==> src/uemr_pkg.sv <==
package uemr_pkg;
    // ==================================================
    // Register map
    localparam logic [7:0] ADDR_CTL_MODE = 8'h44;
    localparam logic [7:0] ADDR_A_MODE = 8'h45;
    localparam logic [7:0] ADDR_B_MODE = 8'h46;
    localparam logic [7:0] ADDR_CTL_BUF = 8'h50;
    localparam logic [7:0] ADDR_A_BUF = 8'h58;
    localparam logic [7:0] ADDR_B_BUF = 8'h60;
    localparam logic [7:0] MODE_REG_RESET = 8'h00;
    localparam logic [7:0] RDATA_UNMAPPED = 8'h00;
    localparam int STALL_BIT = 7;
    localparam int BUF_DEPTH = 8;
    localparam int NUM_EP = 3;
    // ==================================================
    // Mode encodings
    localparam logic [3:0] MODE_DISABLE = 4'h0;
    localparam logic [3:0] MODE_NAK_IN_OUT = 4'h1;
    localparam logic [3:0] MODE_STATUS_OUT = 4'h2;
    localparam logic [3:0] MODE_STALL_IN_OUT = 4'h3;
    localparam logic [3:0] MODE_STATUS_IN = 4'h6;
    localparam logic [3:0] MODE_ACK_OUT_STATUS_IN = 4'hB;
    localparam logic [3:0] MODE_ACK_IN_STATUS_OUT = 4'hF;
    localparam logic [3:0] MODE_NAK_OUT = 4'h8;
    localparam logic [3:0] MODE_ACK_OUT = 4'h9;
    localparam logic [3:0] MODE_NAK_IN = 4'hC;
    localparam logic [3:0] MODE_ACK_IN = 4'hD;
    // ==================================================
    // Packet checks
    localparam logic [4:0] MAX_PKT_LEN = 5'h0A;
    localparam logic [4:0] ZERO_LEN_PKT = 5'h02;
    localparam logic STATUS_TOGGLE = 1'b1;
    localparam logic [3:0] NO_COUNT = 4'h0;
    // ==================================================
    // Types
    typedef enum logic [1:0] {
        TOK_SETUP = 2'b00, TOK_IN = 2'b01, TOK_OUT = 2'b10
    } uemr_tok_type;
    typedef enum logic [1:0] {EP_CTL = 2'b00, EP_A = 2'b01, EP_B = 2'b10} uemr_ep_type;
    typedef enum logic [2:0] {
        RSP_NONE = 3'b000, RSP_ACK = 3'b001, RSP_NAK = 3'b010,
        RSP_STALL = 3'b011, RSP_DATA = 3'b100, RSP_EMPTY = 3'b101
    } uemr_rsp_type;
    typedef struct packed {
        uemr_tok_type kind;
        uemr_ep_type ep;
        logic [4:0] len;
        logic dval;
        logic toggle;
    } uemr_token_type;
    typedef struct packed {
        uemr_rsp_type code;
        logic [3:0] count;
    } uemr_answer_type;
endpackage

==> src/uemr_decode.sv <==
`timescale 1ns/10ps
module uemr_decode (
    // Token and endpoint state
    input wire uemr_pkg::uemr_token_type tok_i,
    input wire logic [3:0] mode_i,
    input wire logic stall_i,
    // Decision
    output uemr_pkg::uemr_rsp_type rsp_o,
    output logic upd_o,
    output logic [3:0] upd_mode_o,
    output logic wait_o,
    output logic [3:0] ack_mode_o
);
    logic ok;
    logic good_status;
    always_comb begin
        ok = (tok_i.len <= uemr_pkg::MAX_PKT_LEN) && tok_i.dval;
        good_status = ok && (tok_i.len == uemr_pkg::ZERO_LEN_PKT)
            && (tok_i.toggle == uemr_pkg::STATUS_TOGGLE);
        rsp_o = uemr_pkg::RSP_NONE;
        upd_o = 1'b0;
        upd_mode_o = uemr_pkg::MODE_DISABLE;
        wait_o = 1'b0;
        ack_mode_o = uemr_pkg::MODE_DISABLE;
        if (tok_i.ep == uemr_pkg::EP_CTL) begin
            if (tok_i.kind == uemr_pkg::TOK_SETUP) begin
                if (ok && (mode_i == uemr_pkg::MODE_NAK_IN_OUT
                    || mode_i == uemr_pkg::MODE_STATUS_OUT
                    || mode_i == uemr_pkg::MODE_STALL_IN_OUT || mode_i == uemr_pkg::MODE_STATUS_IN
                    || mode_i == uemr_pkg::MODE_ACK_OUT_STATUS_IN
                    || mode_i == uemr_pkg::MODE_ACK_IN_STATUS_OUT)) begin
                    rsp_o = uemr_pkg::RSP_ACK;
                    upd_o = 1'b1;
                    upd_mode_o = uemr_pkg::MODE_NAK_IN_OUT;
                end
            end else if (tok_i.kind == uemr_pkg::TOK_IN) begin
                case (mode_i)
                    uemr_pkg::MODE_NAK_IN_OUT: rsp_o = uemr_pkg::RSP_NAK;
                    uemr_pkg::MODE_STATUS_OUT: begin
                        rsp_o = uemr_pkg::RSP_STALL;
                        upd_o = 1'b1;
                        upd_mode_o = uemr_pkg::MODE_STALL_IN_OUT;
                    end
                    uemr_pkg::MODE_STALL_IN_OUT: rsp_o = uemr_pkg::RSP_STALL;
                    uemr_pkg::MODE_STATUS_IN: rsp_o = uemr_pkg::RSP_EMPTY;
                    uemr_pkg::MODE_ACK_OUT_STATUS_IN: rsp_o = uemr_pkg::RSP_EMPTY;
                    uemr_pkg::MODE_ACK_IN_STATUS_OUT: begin
                        rsp_o = uemr_pkg::RSP_DATA;
                        wait_o = 1'b1;
                        ack_mode_o = uemr_pkg::MODE_NAK_IN_OUT;
                    end
                    default: rsp_o = uemr_pkg::RSP_NONE;
                endcase
            end else if (tok_i.kind == uemr_pkg::TOK_OUT && ok) begin
                case (mode_i)
                    uemr_pkg::MODE_NAK_IN_OUT: rsp_o = uemr_pkg::RSP_NAK;
                    uemr_pkg::MODE_STALL_IN_OUT: rsp_o = uemr_pkg::RSP_STALL;
                    uemr_pkg::MODE_STATUS_IN: rsp_o = uemr_pkg::RSP_STALL;
                    uemr_pkg::MODE_ACK_OUT_STATUS_IN: rsp_o = uemr_pkg::RSP_ACK;
                    uemr_pkg::MODE_STATUS_OUT, uemr_pkg::MODE_ACK_IN_STATUS_OUT: begin
                        upd_o = 1'b1;
                        rsp_o = good_status ? uemr_pkg::RSP_ACK : uemr_pkg::RSP_STALL;
                        upd_mode_o = good_status ? uemr_pkg::MODE_STATUS_OUT
                            : uemr_pkg::MODE_STALL_IN_OUT;
                    end
                    default: rsp_o = uemr_pkg::RSP_NONE;
                endcase
            end
        end else if (tok_i.kind == uemr_pkg::TOK_IN) begin
            if (mode_i == uemr_pkg::MODE_NAK_IN) begin
                rsp_o = uemr_pkg::RSP_NAK;
            end else if (mode_i == uemr_pkg::MODE_ACK_IN) begin
                rsp_o = stall_i ? uemr_pkg::RSP_STALL : uemr_pkg::RSP_DATA;
                wait_o = !stall_i;
                ack_mode_o = uemr_pkg::MODE_NAK_IN;
            end
        end else if (tok_i.kind == uemr_pkg::TOK_OUT && ok) begin
            if (mode_i == uemr_pkg::MODE_NAK_OUT) begin
                rsp_o = uemr_pkg::RSP_NAK;
            end else if (mode_i == uemr_pkg::MODE_ACK_OUT) begin
                rsp_o = stall_i ? uemr_pkg::RSP_STALL : uemr_pkg::RSP_ACK;
                upd_o = !stall_i;
                upd_mode_o = uemr_pkg::MODE_NAK_OUT;
            end
        end
    end
endmodule

==> src/uemr_buf.sv <==
`timescale 1ns/10ps
module uemr_buf #(
    parameter int DEPTH = uemr_pkg::BUF_DEPTH,
    parameter int NUM = uemr_pkg::NUM_EP
) (
    // Clock
    input wire logic clk_i,
    // Processor port
    input wire logic cpu_we_i,
    input wire logic [$clog2(NUM*DEPTH)-1:0] cpu_addr_i,
    input wire logic [7:0] cpu_wdata_i,
    output logic [7:0] cpu_rdata_o,
    // Engine port
    input wire logic eng_we_i,
    input wire logic [$clog2(NUM*DEPTH)-1:0] eng_waddr_i,
    input wire logic [7:0] eng_wdata_i,
    input wire logic [$clog2(NUM*DEPTH)-1:0] eng_raddr_i,
    output logic [7:0] eng_rdata_o
);
    // ==================================================
    // Storage, no reset
    logic [7:0] mem [NUM*DEPTH];
    always_ff @(posedge clk_i) begin
        if (cpu_we_i) begin
            mem[cpu_addr_i] <= cpu_wdata_i;
        end
        if (eng_we_i) begin
            mem[eng_waddr_i] <= eng_wdata_i;
        end
    end
    assign cpu_rdata_o = mem[cpu_addr_i];
    assign eng_rdata_o = mem[eng_raddr_i];
endmodule

==> src/uemr_top.sv <==
`timescale 1ns/10ps
// What this block does
// - Engine data-mode write blocks firmware writes to both data modes
// - Engine mode writes beat firmware writes
// - Three eight-byte endpoint buffers
// - Buffer bytes have no reset value
// - Buffers reached only through I/O space
// - Buffers at 0x50, 0x58, 0x60
// - Mode 0000 ignores all tokens
// - Control 0001: accept SETUP, NAK IN/OUT
// - Control 0010: STALL IN, check OUT
// - Control 0011: STALL IN and OUT
// - Control 0110: empty IN, STALL OUT
// - Control 1011: ACK OUT, empty IN
// - Control 1111: counted IN, check OUT
// - Data 1000: NAK OUT only
// - Data 1001: ACK OUT then 1000
// - Data 1100: NAK IN only
// - Data 1101: counted IN then 1100
// - Reserved modes ignore every token
// - Status check: zero length, toggle one
// - Counted IN uses four-bit byte count
// - Accepted SETUP gets ACK
module uemr_top #(
    parameter int DEPTH = uemr_pkg::BUF_DEPTH
) (
    // Clock and reset
    input wire logic clk_i,
    input wire logic nrst_i,
    // Processor I/O port
    input wire logic [7:0] io_addr_i,
    input wire logic io_wr_i,
    input wire logic io_rd_i,
    input wire logic [7:0] io_wdata_i,
    output logic [7:0] io_rdata_o,
    // Token from interface engine
    input wire logic token_valid_i,
    input wire uemr_pkg::uemr_token_type token_i,
    input wire logic host_ack_i,
    // Byte counts from count registers
    input wire logic [3:0] ctl_count_i,
    input wire logic [3:0] a_count_i,
    input wire logic [3:0] b_count_i,
    // Engine buffer access
    input wire logic rx_we_i,
    input wire uemr_pkg::uemr_ep_type rx_ep_i,
    input wire logic [2:0] rx_idx_i,
    input wire logic [7:0] rx_data_i,
    input wire uemr_pkg::uemr_ep_type tx_ep_i,
    input wire logic [2:0] tx_idx_i,
    output logic [7:0] tx_data_o,
    // Answer to engine
    output logic resp_valid_o,
    output uemr_pkg::uemr_answer_type resp_o,
    // Mode state
    output logic [7:0] ctl_mode_o,
    output logic [7:0] a_mode_o,
    output logic [7:0] b_mode_o
);
    localparam int AW = $clog2(uemr_pkg::NUM_EP * DEPTH);
    typedef enum logic {ST_IDLE = 1'b0, ST_WAIT_ACK = 1'b1} uemr_state_type;

    // ==================================================
    // Reset release
    logic rst_meta;
    logic rst_n;
    always_ff @(posedge clk_i or negedge nrst_i) begin
        if (!nrst_i) begin
            rst_meta <= 1'b0;
            rst_n <= 1'b0;
        end else begin
            rst_meta <= 1'b1;
            rst_n <= rst_meta;
        end
    end

    function automatic logic [AW-1:0] buf_addr(input logic [1:0] ep, input logic [2:0] idx);
        buf_addr = AW'(ep * DEPTH + idx);
    endfunction

    function automatic logic [3:0] sel4(input logic [1:0] ep, input logic [3:0] c,
                                        input logic [3:0] a, input logic [3:0] b);
        if (ep == uemr_pkg::EP_A) begin
            sel4 = a;
        end else if (ep == uemr_pkg::EP_B) begin
            sel4 = b;
        end else begin
            sel4 = c;
        end
    endfunction

    // ==================================================
    // Endpoint selection and decode
    logic [7:0] ctl_mode;
    logic [7:0] a_mode;
    logic [7:0] b_mode;
    logic [3:0] sel_mode;
    logic sel_stall;
    logic [3:0] sel_count;
    uemr_pkg::uemr_rsp_type dec_rsp;
    logic dec_upd;
    logic [3:0] dec_upd_mode;
    logic dec_wait;
    logic [3:0] dec_ack_mode;

    assign sel_mode = sel4(token_i.ep, ctl_mode[3:0], a_mode[3:0], b_mode[3:0]);
    assign sel_stall = (token_i.ep == uemr_pkg::EP_A) ? a_mode[uemr_pkg::STALL_BIT]
        : (token_i.ep == uemr_pkg::EP_B) ? b_mode[uemr_pkg::STALL_BIT] : 1'b0;
    assign sel_count = sel4(token_i.ep, ctl_count_i, a_count_i, b_count_i);

    uemr_decode u_decode (
        .tok_i(token_i),
        .mode_i(sel_mode),
        .stall_i(sel_stall),
        .rsp_o(dec_rsp),
        .upd_o(dec_upd),
        .upd_mode_o(dec_upd_mode),
        .wait_o(dec_wait),
        .ack_mode_o(dec_ack_mode)
    );

    // ==================================================
    // Answer register
    always_ff @(posedge clk_i or negedge rst_n) begin
        if (!rst_n) begin
            resp_valid_o <= 1'b0;
            resp_o <= '{code: uemr_pkg::RSP_NONE, count: uemr_pkg::NO_COUNT};
        end else begin
            resp_valid_o <= token_valid_i;
            if (token_valid_i) begin
                resp_o.code <= dec_rsp;
                resp_o.count <= (dec_rsp == uemr_pkg::RSP_DATA) ? sel_count
                    : uemr_pkg::NO_COUNT;
            end
        end
    end

    // ==================================================
    // Host handshake wait after data
    uemr_state_type state;
    uemr_pkg::uemr_ep_type pend_ep;
    logic [3:0] pend_mode;
    logic ack_fire;
    assign ack_fire = (state == ST_WAIT_ACK) && host_ack_i && !token_valid_i;

    always_ff @(posedge clk_i or negedge rst_n) begin
        if (!rst_n) begin
            state <= ST_IDLE;
            pend_ep <= uemr_pkg::EP_CTL;
            pend_mode <= uemr_pkg::MODE_DISABLE;
        end else begin
            case (state)
                ST_IDLE: begin
                    if (token_valid_i && dec_wait) begin
                        state <= ST_WAIT_ACK;
                        pend_ep <= token_i.ep;
                        pend_mode <= dec_ack_mode;
                    end
                end
                ST_WAIT_ACK: begin
                    if (token_valid_i) begin
                        state <= dec_wait ? ST_WAIT_ACK : ST_IDLE;
                        pend_ep <= token_i.ep;
                        pend_mode <= dec_ack_mode;
                    end else if (host_ack_i) begin
                        state <= ST_IDLE;
                    end
                end
                default: state <= ST_IDLE;
            endcase
        end
    end

    // ==================================================
    // Mode register writes
    logic eng_we_ctl;
    logic eng_we_a;
    logic eng_we_b;
    logic [3:0] eng_mode;
    logic data_upd;
    logic fw_we_ctl;
    logic fw_we_a;
    logic fw_we_b;

    always_comb begin
        eng_we_ctl = 1'b0;
        eng_we_a = 1'b0;
        eng_we_b = 1'b0;
        eng_mode = dec_upd_mode;
        if (token_valid_i && dec_upd) begin
            eng_we_ctl = (token_i.ep == uemr_pkg::EP_CTL);
            eng_we_a = (token_i.ep == uemr_pkg::EP_A);
            eng_we_b = (token_i.ep == uemr_pkg::EP_B);
        end else if (ack_fire) begin
            eng_mode = pend_mode;
            eng_we_ctl = (pend_ep == uemr_pkg::EP_CTL);
            eng_we_a = (pend_ep == uemr_pkg::EP_A);
            eng_we_b = (pend_ep == uemr_pkg::EP_B);
        end
    end

    assign data_upd = eng_we_a || eng_we_b;
    assign fw_we_ctl = io_wr_i && (io_addr_i == uemr_pkg::ADDR_CTL_MODE);
    assign fw_we_a = io_wr_i && (io_addr_i == uemr_pkg::ADDR_A_MODE) && !data_upd;
    assign fw_we_b = io_wr_i && (io_addr_i == uemr_pkg::ADDR_B_MODE) && !data_upd;

    always_ff @(posedge clk_i or negedge rst_n) begin
        if (!rst_n) begin
            ctl_mode <= uemr_pkg::MODE_REG_RESET;
        end else if (eng_we_ctl) begin
            ctl_mode <= {ctl_mode[7:4], eng_mode};
        end else if (fw_we_ctl) begin
            ctl_mode <= io_wdata_i;
        end
    end

    always_ff @(posedge clk_i or negedge rst_n) begin
        if (!rst_n) begin
            a_mode <= uemr_pkg::MODE_REG_RESET;
        end else if (eng_we_a) begin
            a_mode <= {a_mode[7:4], eng_mode};
        end else if (fw_we_a) begin
            a_mode <= io_wdata_i;
        end
    end

    always_ff @(posedge clk_i or negedge rst_n) begin
        if (!rst_n) begin
            b_mode <= uemr_pkg::MODE_REG_RESET;
        end else if (eng_we_b) begin
            b_mode <= {b_mode[7:4], eng_mode};
        end else if (fw_we_b) begin
            b_mode <= io_wdata_i;
        end
    end

    assign ctl_mode_o = ctl_mode;
    assign a_mode_o = a_mode;
    assign b_mode_o = b_mode;

    // ==================================================
    // Buffer address decode, I/O space only
    logic cpu_buf_hit;
    logic [1:0] cpu_ep;
    logic [2:0] cpu_idx;
    logic [7:0] cpu_buf_rdata;
    logic [7:0] eng_buf_rdata;

    always_comb begin
        cpu_buf_hit = 1'b1;
        cpu_ep = uemr_pkg::EP_CTL;
        cpu_idx = io_addr_i[2:0];
        if (io_addr_i >= uemr_pkg::ADDR_CTL_BUF && io_addr_i < uemr_pkg::ADDR_A_BUF) begin
            cpu_ep = uemr_pkg::EP_CTL;
        end else if (io_addr_i >= uemr_pkg::ADDR_A_BUF && io_addr_i < uemr_pkg::ADDR_B_BUF) begin
            cpu_ep = uemr_pkg::EP_A;
        end else if (io_addr_i >= uemr_pkg::ADDR_B_BUF
                     && io_addr_i < uemr_pkg::ADDR_B_BUF + 8'(DEPTH)) begin
            cpu_ep = uemr_pkg::EP_B;
        end else begin
            cpu_buf_hit = 1'b0;
        end
    end

    uemr_buf #(
        .DEPTH(DEPTH),
        .NUM(uemr_pkg::NUM_EP)
    ) u_buf (
        .clk_i(clk_i),
        .cpu_we_i(io_wr_i && cpu_buf_hit),
        .cpu_addr_i(buf_addr(cpu_ep, cpu_idx)),
        .cpu_wdata_i(io_wdata_i),
        .cpu_rdata_o(cpu_buf_rdata),
        .eng_we_i(rx_we_i),
        .eng_waddr_i(buf_addr(rx_ep_i, rx_idx_i)),
        .eng_wdata_i(rx_data_i),
        .eng_raddr_i(buf_addr(tx_ep_i, tx_idx_i)),
        .eng_rdata_o(eng_buf_rdata)
    );

    // ==================================================
    // Read data
    always_ff @(posedge clk_i or negedge rst_n) begin
        if (!rst_n) begin
            io_rdata_o <= uemr_pkg::RDATA_UNMAPPED;
        end else if (io_rd_i) begin
            if (io_addr_i == uemr_pkg::ADDR_CTL_MODE) begin
                io_rdata_o <= ctl_mode;
            end else if (io_addr_i == uemr_pkg::ADDR_A_MODE) begin
                io_rdata_o <= a_mode;
            end else if (io_addr_i == uemr_pkg::ADDR_B_MODE) begin
                io_rdata_o <= b_mode;
            end else if (cpu_buf_hit) begin
                io_rdata_o <= cpu_buf_rdata;
            end else begin
                io_rdata_o <= uemr_pkg::RDATA_UNMAPPED;
            end
        end
    end

    always_ff @(posedge clk_i or negedge rst_n) begin
        if (!rst_n) begin
            tx_data_o <= uemr_pkg::RDATA_UNMAPPED;
        end else begin
            tx_data_o <= eng_buf_rdata;
        end
    end
endmodule

==> config.mk <==
export PLATFORM = sky130hd
export DESIGN_NAME = uemr_top
export DESIGN_NICKNAME = d
export VERILOG_FILES = /design/src/uemr_pkg.sv /design/src/uemr_decode.sv /design/src/uemr_buf.sv /design/src/uemr_top.sv
export SDC_FILE = /design/constraint.sdc
export NUM_CORES = 1
export LEC_CHECK = 0
export BUFFER_PORTS_ARGS = -buffer_cell sky130_fd_sc_hd__buf_2
export CORE_AREA = 2 2 160 162
export DETAILED_ROUTE_END_ITERATION = 8
export DIE_AREA = 0 0 162 164
export PLACE_DENSITY_LB_ADDON = 0.05
export SKIP_LAST_GASP = 1
export SYNTH_ARGS = -nofsm -noshare
export SYNTH_HDL_FRONTEND = slang
export SYNTH_SLANG_ARGS = --single-unit
==> constraint.sdc <==
create_clock -name clk_i -period 4.6 [get_ports clk_i]
set_clock_uncertainty 0.2 [all_clocks]
set_input_delay 0.23 -clock clk_i [delete_from_list [all_inputs] [get_ports clk_i]]
set_output_delay 0.23 -clock clk_i [all_outputs]
set_load 0.01 [all_outputs]
* Word-level counts from Yosys, hierarchy flattened
Memories as Yosys holds them, arrays and structs flattened. A register that Yosys moved wholly into a read port is not among the register bits. Cells that the tools add are included.
Storage, ports and cells: register bits 49, logic and storage cells 194, bits in writable memories 192, output and inout bits 48, bits of input ports 64, memories 1
Cells by class: bitwise gates (word level) 4, reduce and logical (&&, ||, !) cells 42, multiplexer cells 99, equal/unequal tests 23, order comparisons 7, add/sub/neg operators 3
Memory list:
- u_buf.mem | words 24, bits a word 8, rd ports 2, clocked after Yosys merged registers in 1, wr ports 2, line uemr_buf.sv:22 | logic [7:0] mem [NUM*DEPTH];
Operator list (count):
- $mux W4 | 30
- $mux W1 | 41
- $mux W3 | 11
- $mux W8 | 4
- $eq A4 B4 Y1 const B | 6
- $eq A8 B7 Y1 const B | 3
- $ge A8 B7 Y1 const B | 3
- $lt A8 B7 Y1 const B | 3
- $pmux W3 S4 | 2
- $logic_and A1 B1 Y1 | 18
- $mux W2 | 8
- $add A5 B3 Y5 | 3
- $eq A4 B2 Y1 const B | 2
- $pmux W4 S2 | 1
- $reduce_and A2 Y1 | 4
- $reduce_or A2 Y1 | 4
- $eq A2 B1 Y1 const B | 3
- $eq A2 B2 Y1 const B | 3
- $logic_not A2 Y1 | 3
- $logic_or A1 B1 Y1 | 6
- $reduce_bool A2 Y1 | 3
- $eq A5 B2 Y1 const B | 1
- $le A5 B4 Y1 const B | 1
- $eq A4 B1 Y1 const B | 1
- 7 further kinds | 14

* Longest topological paths before layout
word-level depth 20, depth in mapped cells 10, gate-level depth less buffers 7

* Cells and area by module
From an unflattened synthesis, not the netlist that was laid out.
Unflattened totals: cells, all modules 1098, area total of the unflattened synthesis 14996.9 µm²
Modules (own cells, without submodules):
- uemr_buf | cells an instance 751, times used 1, sequential area each 5765.5 µm², area an instance 11597.4 µm²
- uemr_top | cells an instance 275, times used 1, sequential area each 1426.4 µm², area an instance 2946.6 µm²
- uemr_decode | cells an instance 72, times used 1, sequential area each 0.0 µm², area an instance 452.9 µm²

* Least setup slack after synthesis
Ideal clock, no wire load.
path type input-to-reg, start in io_addr_i[1], end mem u_buf.mem[11][0] (enable), setup slack 1.743 ns, cell stages on the path 6, path buffers 4, library setup time 0.387 ns, data required time 4.013 ns, arrival 2.270 ns, cell sequence clkbuf_1 > clkbuf_1 > buf_2 > buf_2 > nand4_1 > o31ai_1
RTL lines:
- from (decl) | line uemr_top.sv:31 | input wire logic [7:0] io_addr_i,
- to (decl) | line uemr_buf.sv:22

==> results.md <==
* Largest net degree at the start of global routing at 54
* FILL cells at 1866
* Die ar. at 26570 sq um
* Synth Register Bits at 247
* CTS sink cnt at ~250
* Most common cell after layout, fill and taps aside: mux2_2
* Yosys Warn Count at 0
* Placed cell area at between 15000 and 20000 sq um
* Gr usage total at around a third
* Worst-case clock buffer depth at 3
* GPL Wtd Cong at 0.9529
* DP HPWL at 30020 um
* CTS H-Tree Depth at 1
* Post-route clock period utilization at 61.64%
* DRT Pass-1 Iters at 7
* Clock share of power at about two fifths
* Worst-path cell chain: buf_2, nor2_1, nand2_1, a21oi_1, nand4_1, o21ai_0
* Power per Cell Area at 323.4 nW/um^2
* Final hold vios at 0
* Met3 Usage GRT at 8.990%
* Via-per-instance ratio at 7.025
* Critical Path AT at 2790 ps
* Wirelength per Cell at between 30 and 40 um
* Vias at between 10000 and 15000
* Area leader, netlist: edfxtp_1
* Switching share of power at between 20% and 30%
* Crit path launch type: primary input
* Crit Path Class: primary input to register
* Core area at 24820 sq um
* GRT overflow at 0
* Total Routed Length at roughly 45000 um
* Layout cells sized above 1 at around 45%
* Post-CTS setup buffers at 0
* Met1 GRT Util at approximately 48%
* Worst-path fanout max at 8
* Main flop type after synthesis: edfxtp_1
* Remaining DRCs at 0
* P_sw at about 1.3 mW
* Status: finished clean
* Clock transition at the registers of the reported paths at ~60 ps
* DIE WIDTH at between 150 and 200 um
* Flop pwr share at 46.9%
* # rows at 58
* Slew margin rel. at about a quarter
* Die Y at 164 um
* Area share of the largest cell type after synthesis at about two fifths
* Int Power at 4.028 mW
* Finish-stage setup viols at 0
* Nets at 1173
* Count of cell types in the netlist at 55
* Vias in the first global route at 9925
* Crit path buffers/inverters at 1
* Met2 usage at 52.67%
* Initial antenna violation count at 1
* Top Family by Delay on Critical Path: compound AO/OA/AOI/OAI gates
* Commonest non-fill, non-tap cells in the layout: mux2_2 (210), edfxtp_1 (192), mux4_2 (112), buf_2 (109), mux2i_1 (55)
* EDFF count, synth at 192
* Syn Area/Cell at 14.45 sq um
* Synth Cell Area at roughly 15000 sq um
* Hold_ws at 39.79 ps
* Register area share after synthesis at between 40 and 50%
* Setup TNS at 0 ps
* Syn Nets at 1078
* CTS root buf: clkbuf_16
* Total CTS buffers at 27
* Clk Latency, worst-skew pair at 560 ps
* Initial Utilization at between 50% and 60%
* Logic pwr share at 12.3%
* Initial DRC Count at 1305
* CTS tree: yes
* Layer with the highest usage: met2
* CP max stage delay at ~1100 ps
* Pleak at roughly 6 nW
* Worst Tran Pin Value at 1134 ps
* Antenna diodes at 0
* Pins Over Slew Limit at 0
* # IOs at 112
* Buffers on Ports at approximately 110
* Fin area at 16480 sq um
* Synth top area cells: edfxtp_1 (39%), mux4_2 (17%), mux2_2 (16%), dfrtp_1 (9.4%), mux2i_1 (3.8%)
* Asr flop ratio synth at between 20 and 25%
* Maxcap violations at 0
* Minimum clock period at 2835 ps
* RSZ-0062 raised after global routing: false
* Min-delay worst type: primary input to register
* P&R area growth vs syn at 12.48%
* Slowest-stage cell, CP: o21ai_0
* Crit end category: register
* Max Clk Rate at 352.7 MHz
* Fin util at 66.41%
* Req. time, crit path at 4550 ps
* Synthesized instance count at approximately 1000
* DRT antenna net count at 0
* First-pass GRT wire length at 65830 um
* Worst IR Drop VDD at 0.2776 mV
cell usage after synthesis, drive strengths merged (7+ instances only):
| cell | n |
|---|---|
| nand2 | 54 |
| o21ai | 36 |
| dfrtp | 55 |
| o22ai | 13 |
| nor2 | 53 |
| mux2i | 56 |
| nand2b | 7 |
| clkbuf | 62 |
| mux4 | 112 |
| nand3 | 12 |
| a31oi | 10 |
| a21oi | 24 |
| mux2 | 213 |
| inv | 11 |
| nor3 | 8 |
| o211ai | 10 |
| buf | 27 |
| edfxtp | 192 |
state kept, by name (all words and copies together), names as in the netlist:
register	flops
resp_o	7
io_rdata_o	8
resp_valid_o	1
rst_meta	1
b_mode_o	8
a_mode_o	8
ctl_mode_o	8
state	1
u_buf.mem	192
rst_n	1
tx_data_o	8
pend_mode	2
pend_ep	2
final timing paths:
kind	startpoint	to	slack [ps]	depth (start not counted)
max in group asynchronous	rst_n	tx_data_o[7]	3470	1
min reg2reg	rst_meta	rst_n	150	0
min in group asynchronous	rst_n	tx_data_o[6]	200	1
max	io_addr_i[4]	u_buf.mem[3][0]	1760	6
min	io_wr_i	a_mode_o[1]	40	5
max reg2reg	ctl_mode_o[2]	ctl_mode_o[7]	1840	7
cell families (layout without fill, tap and decap cells):
kind of cell | after synthesis | in the layout | share of synthesized area (%)
muxes | 381 | 381 | 37.57
DFF | 247 | 247 | 48.74
and+or+nand+nor | 174 | 174 | 6.122
AOI/OAI and AO/OA | 111 | 111 | 4.620
buffers and inverters | 100 | 216 | 2.920
other | 1 | 1 | 0.02559
worst reg2reg max path: stages (launching register included):
cell and delay, ps:
dfrtp_1 440, mux2i_1 130, mux2i_1 460, nand2b_1 170, a32oi_1 250, a32oi_1 160
nor3_2 420, mux2_2 400
layer usage:
metal	vias up	part of all wire [%]
li1	4226	-
met1	5215	39
met2	672	45
met3	141	11
met4	2	4.6
met5	-	0.036
area by class of cell:
cell class / count / area [sq um] / area share (%)
flip-flops and latches: 247 / 7143 / 43.34
multi-input cells: 667 / 7083 / 42.97
clock buffers: 41 / 738.2 / 4.479
well taps: 330 / 412.9 / 2.505
inverters: 11 / 41.29 / 0.2505
repair buffers: 155 / 938.4 / 5.693
clock inverters: 9 / 125.1 / 0.7591
power groups by stage:
stage,combinational (mW),clock [mW],sequential (mW)
6_report,0.653,2.18,2.50
5_1_grt,0.691,2.26,2.50
4_1_cts,0.645,2.18,2.50
3_5_place_dp,0.626,0,2.54
3_3_place_gp,0.619,0,2.54
2_1_floorplan,0.401,0,2.55
what timing repair did:
item,4_1_cts,5_1_grt
hold endpoints to repair,33,0
gates resized for setup,0,0
hold buffers,19,0
stage by stage:
step	std cells	power, mW	setup WS, ps
2_1_floorplan	1014	2.949	1743
4_1_cts	1460	5.322	1870
3_3_place_gp	1391	3.163	1401
3_5_place_dp	1391	3.171	1291
5_1_grt	1460	5.459	1620
6_report	1460	5.330	1765
Note: power is estimated with default switching activity, not from simulation.
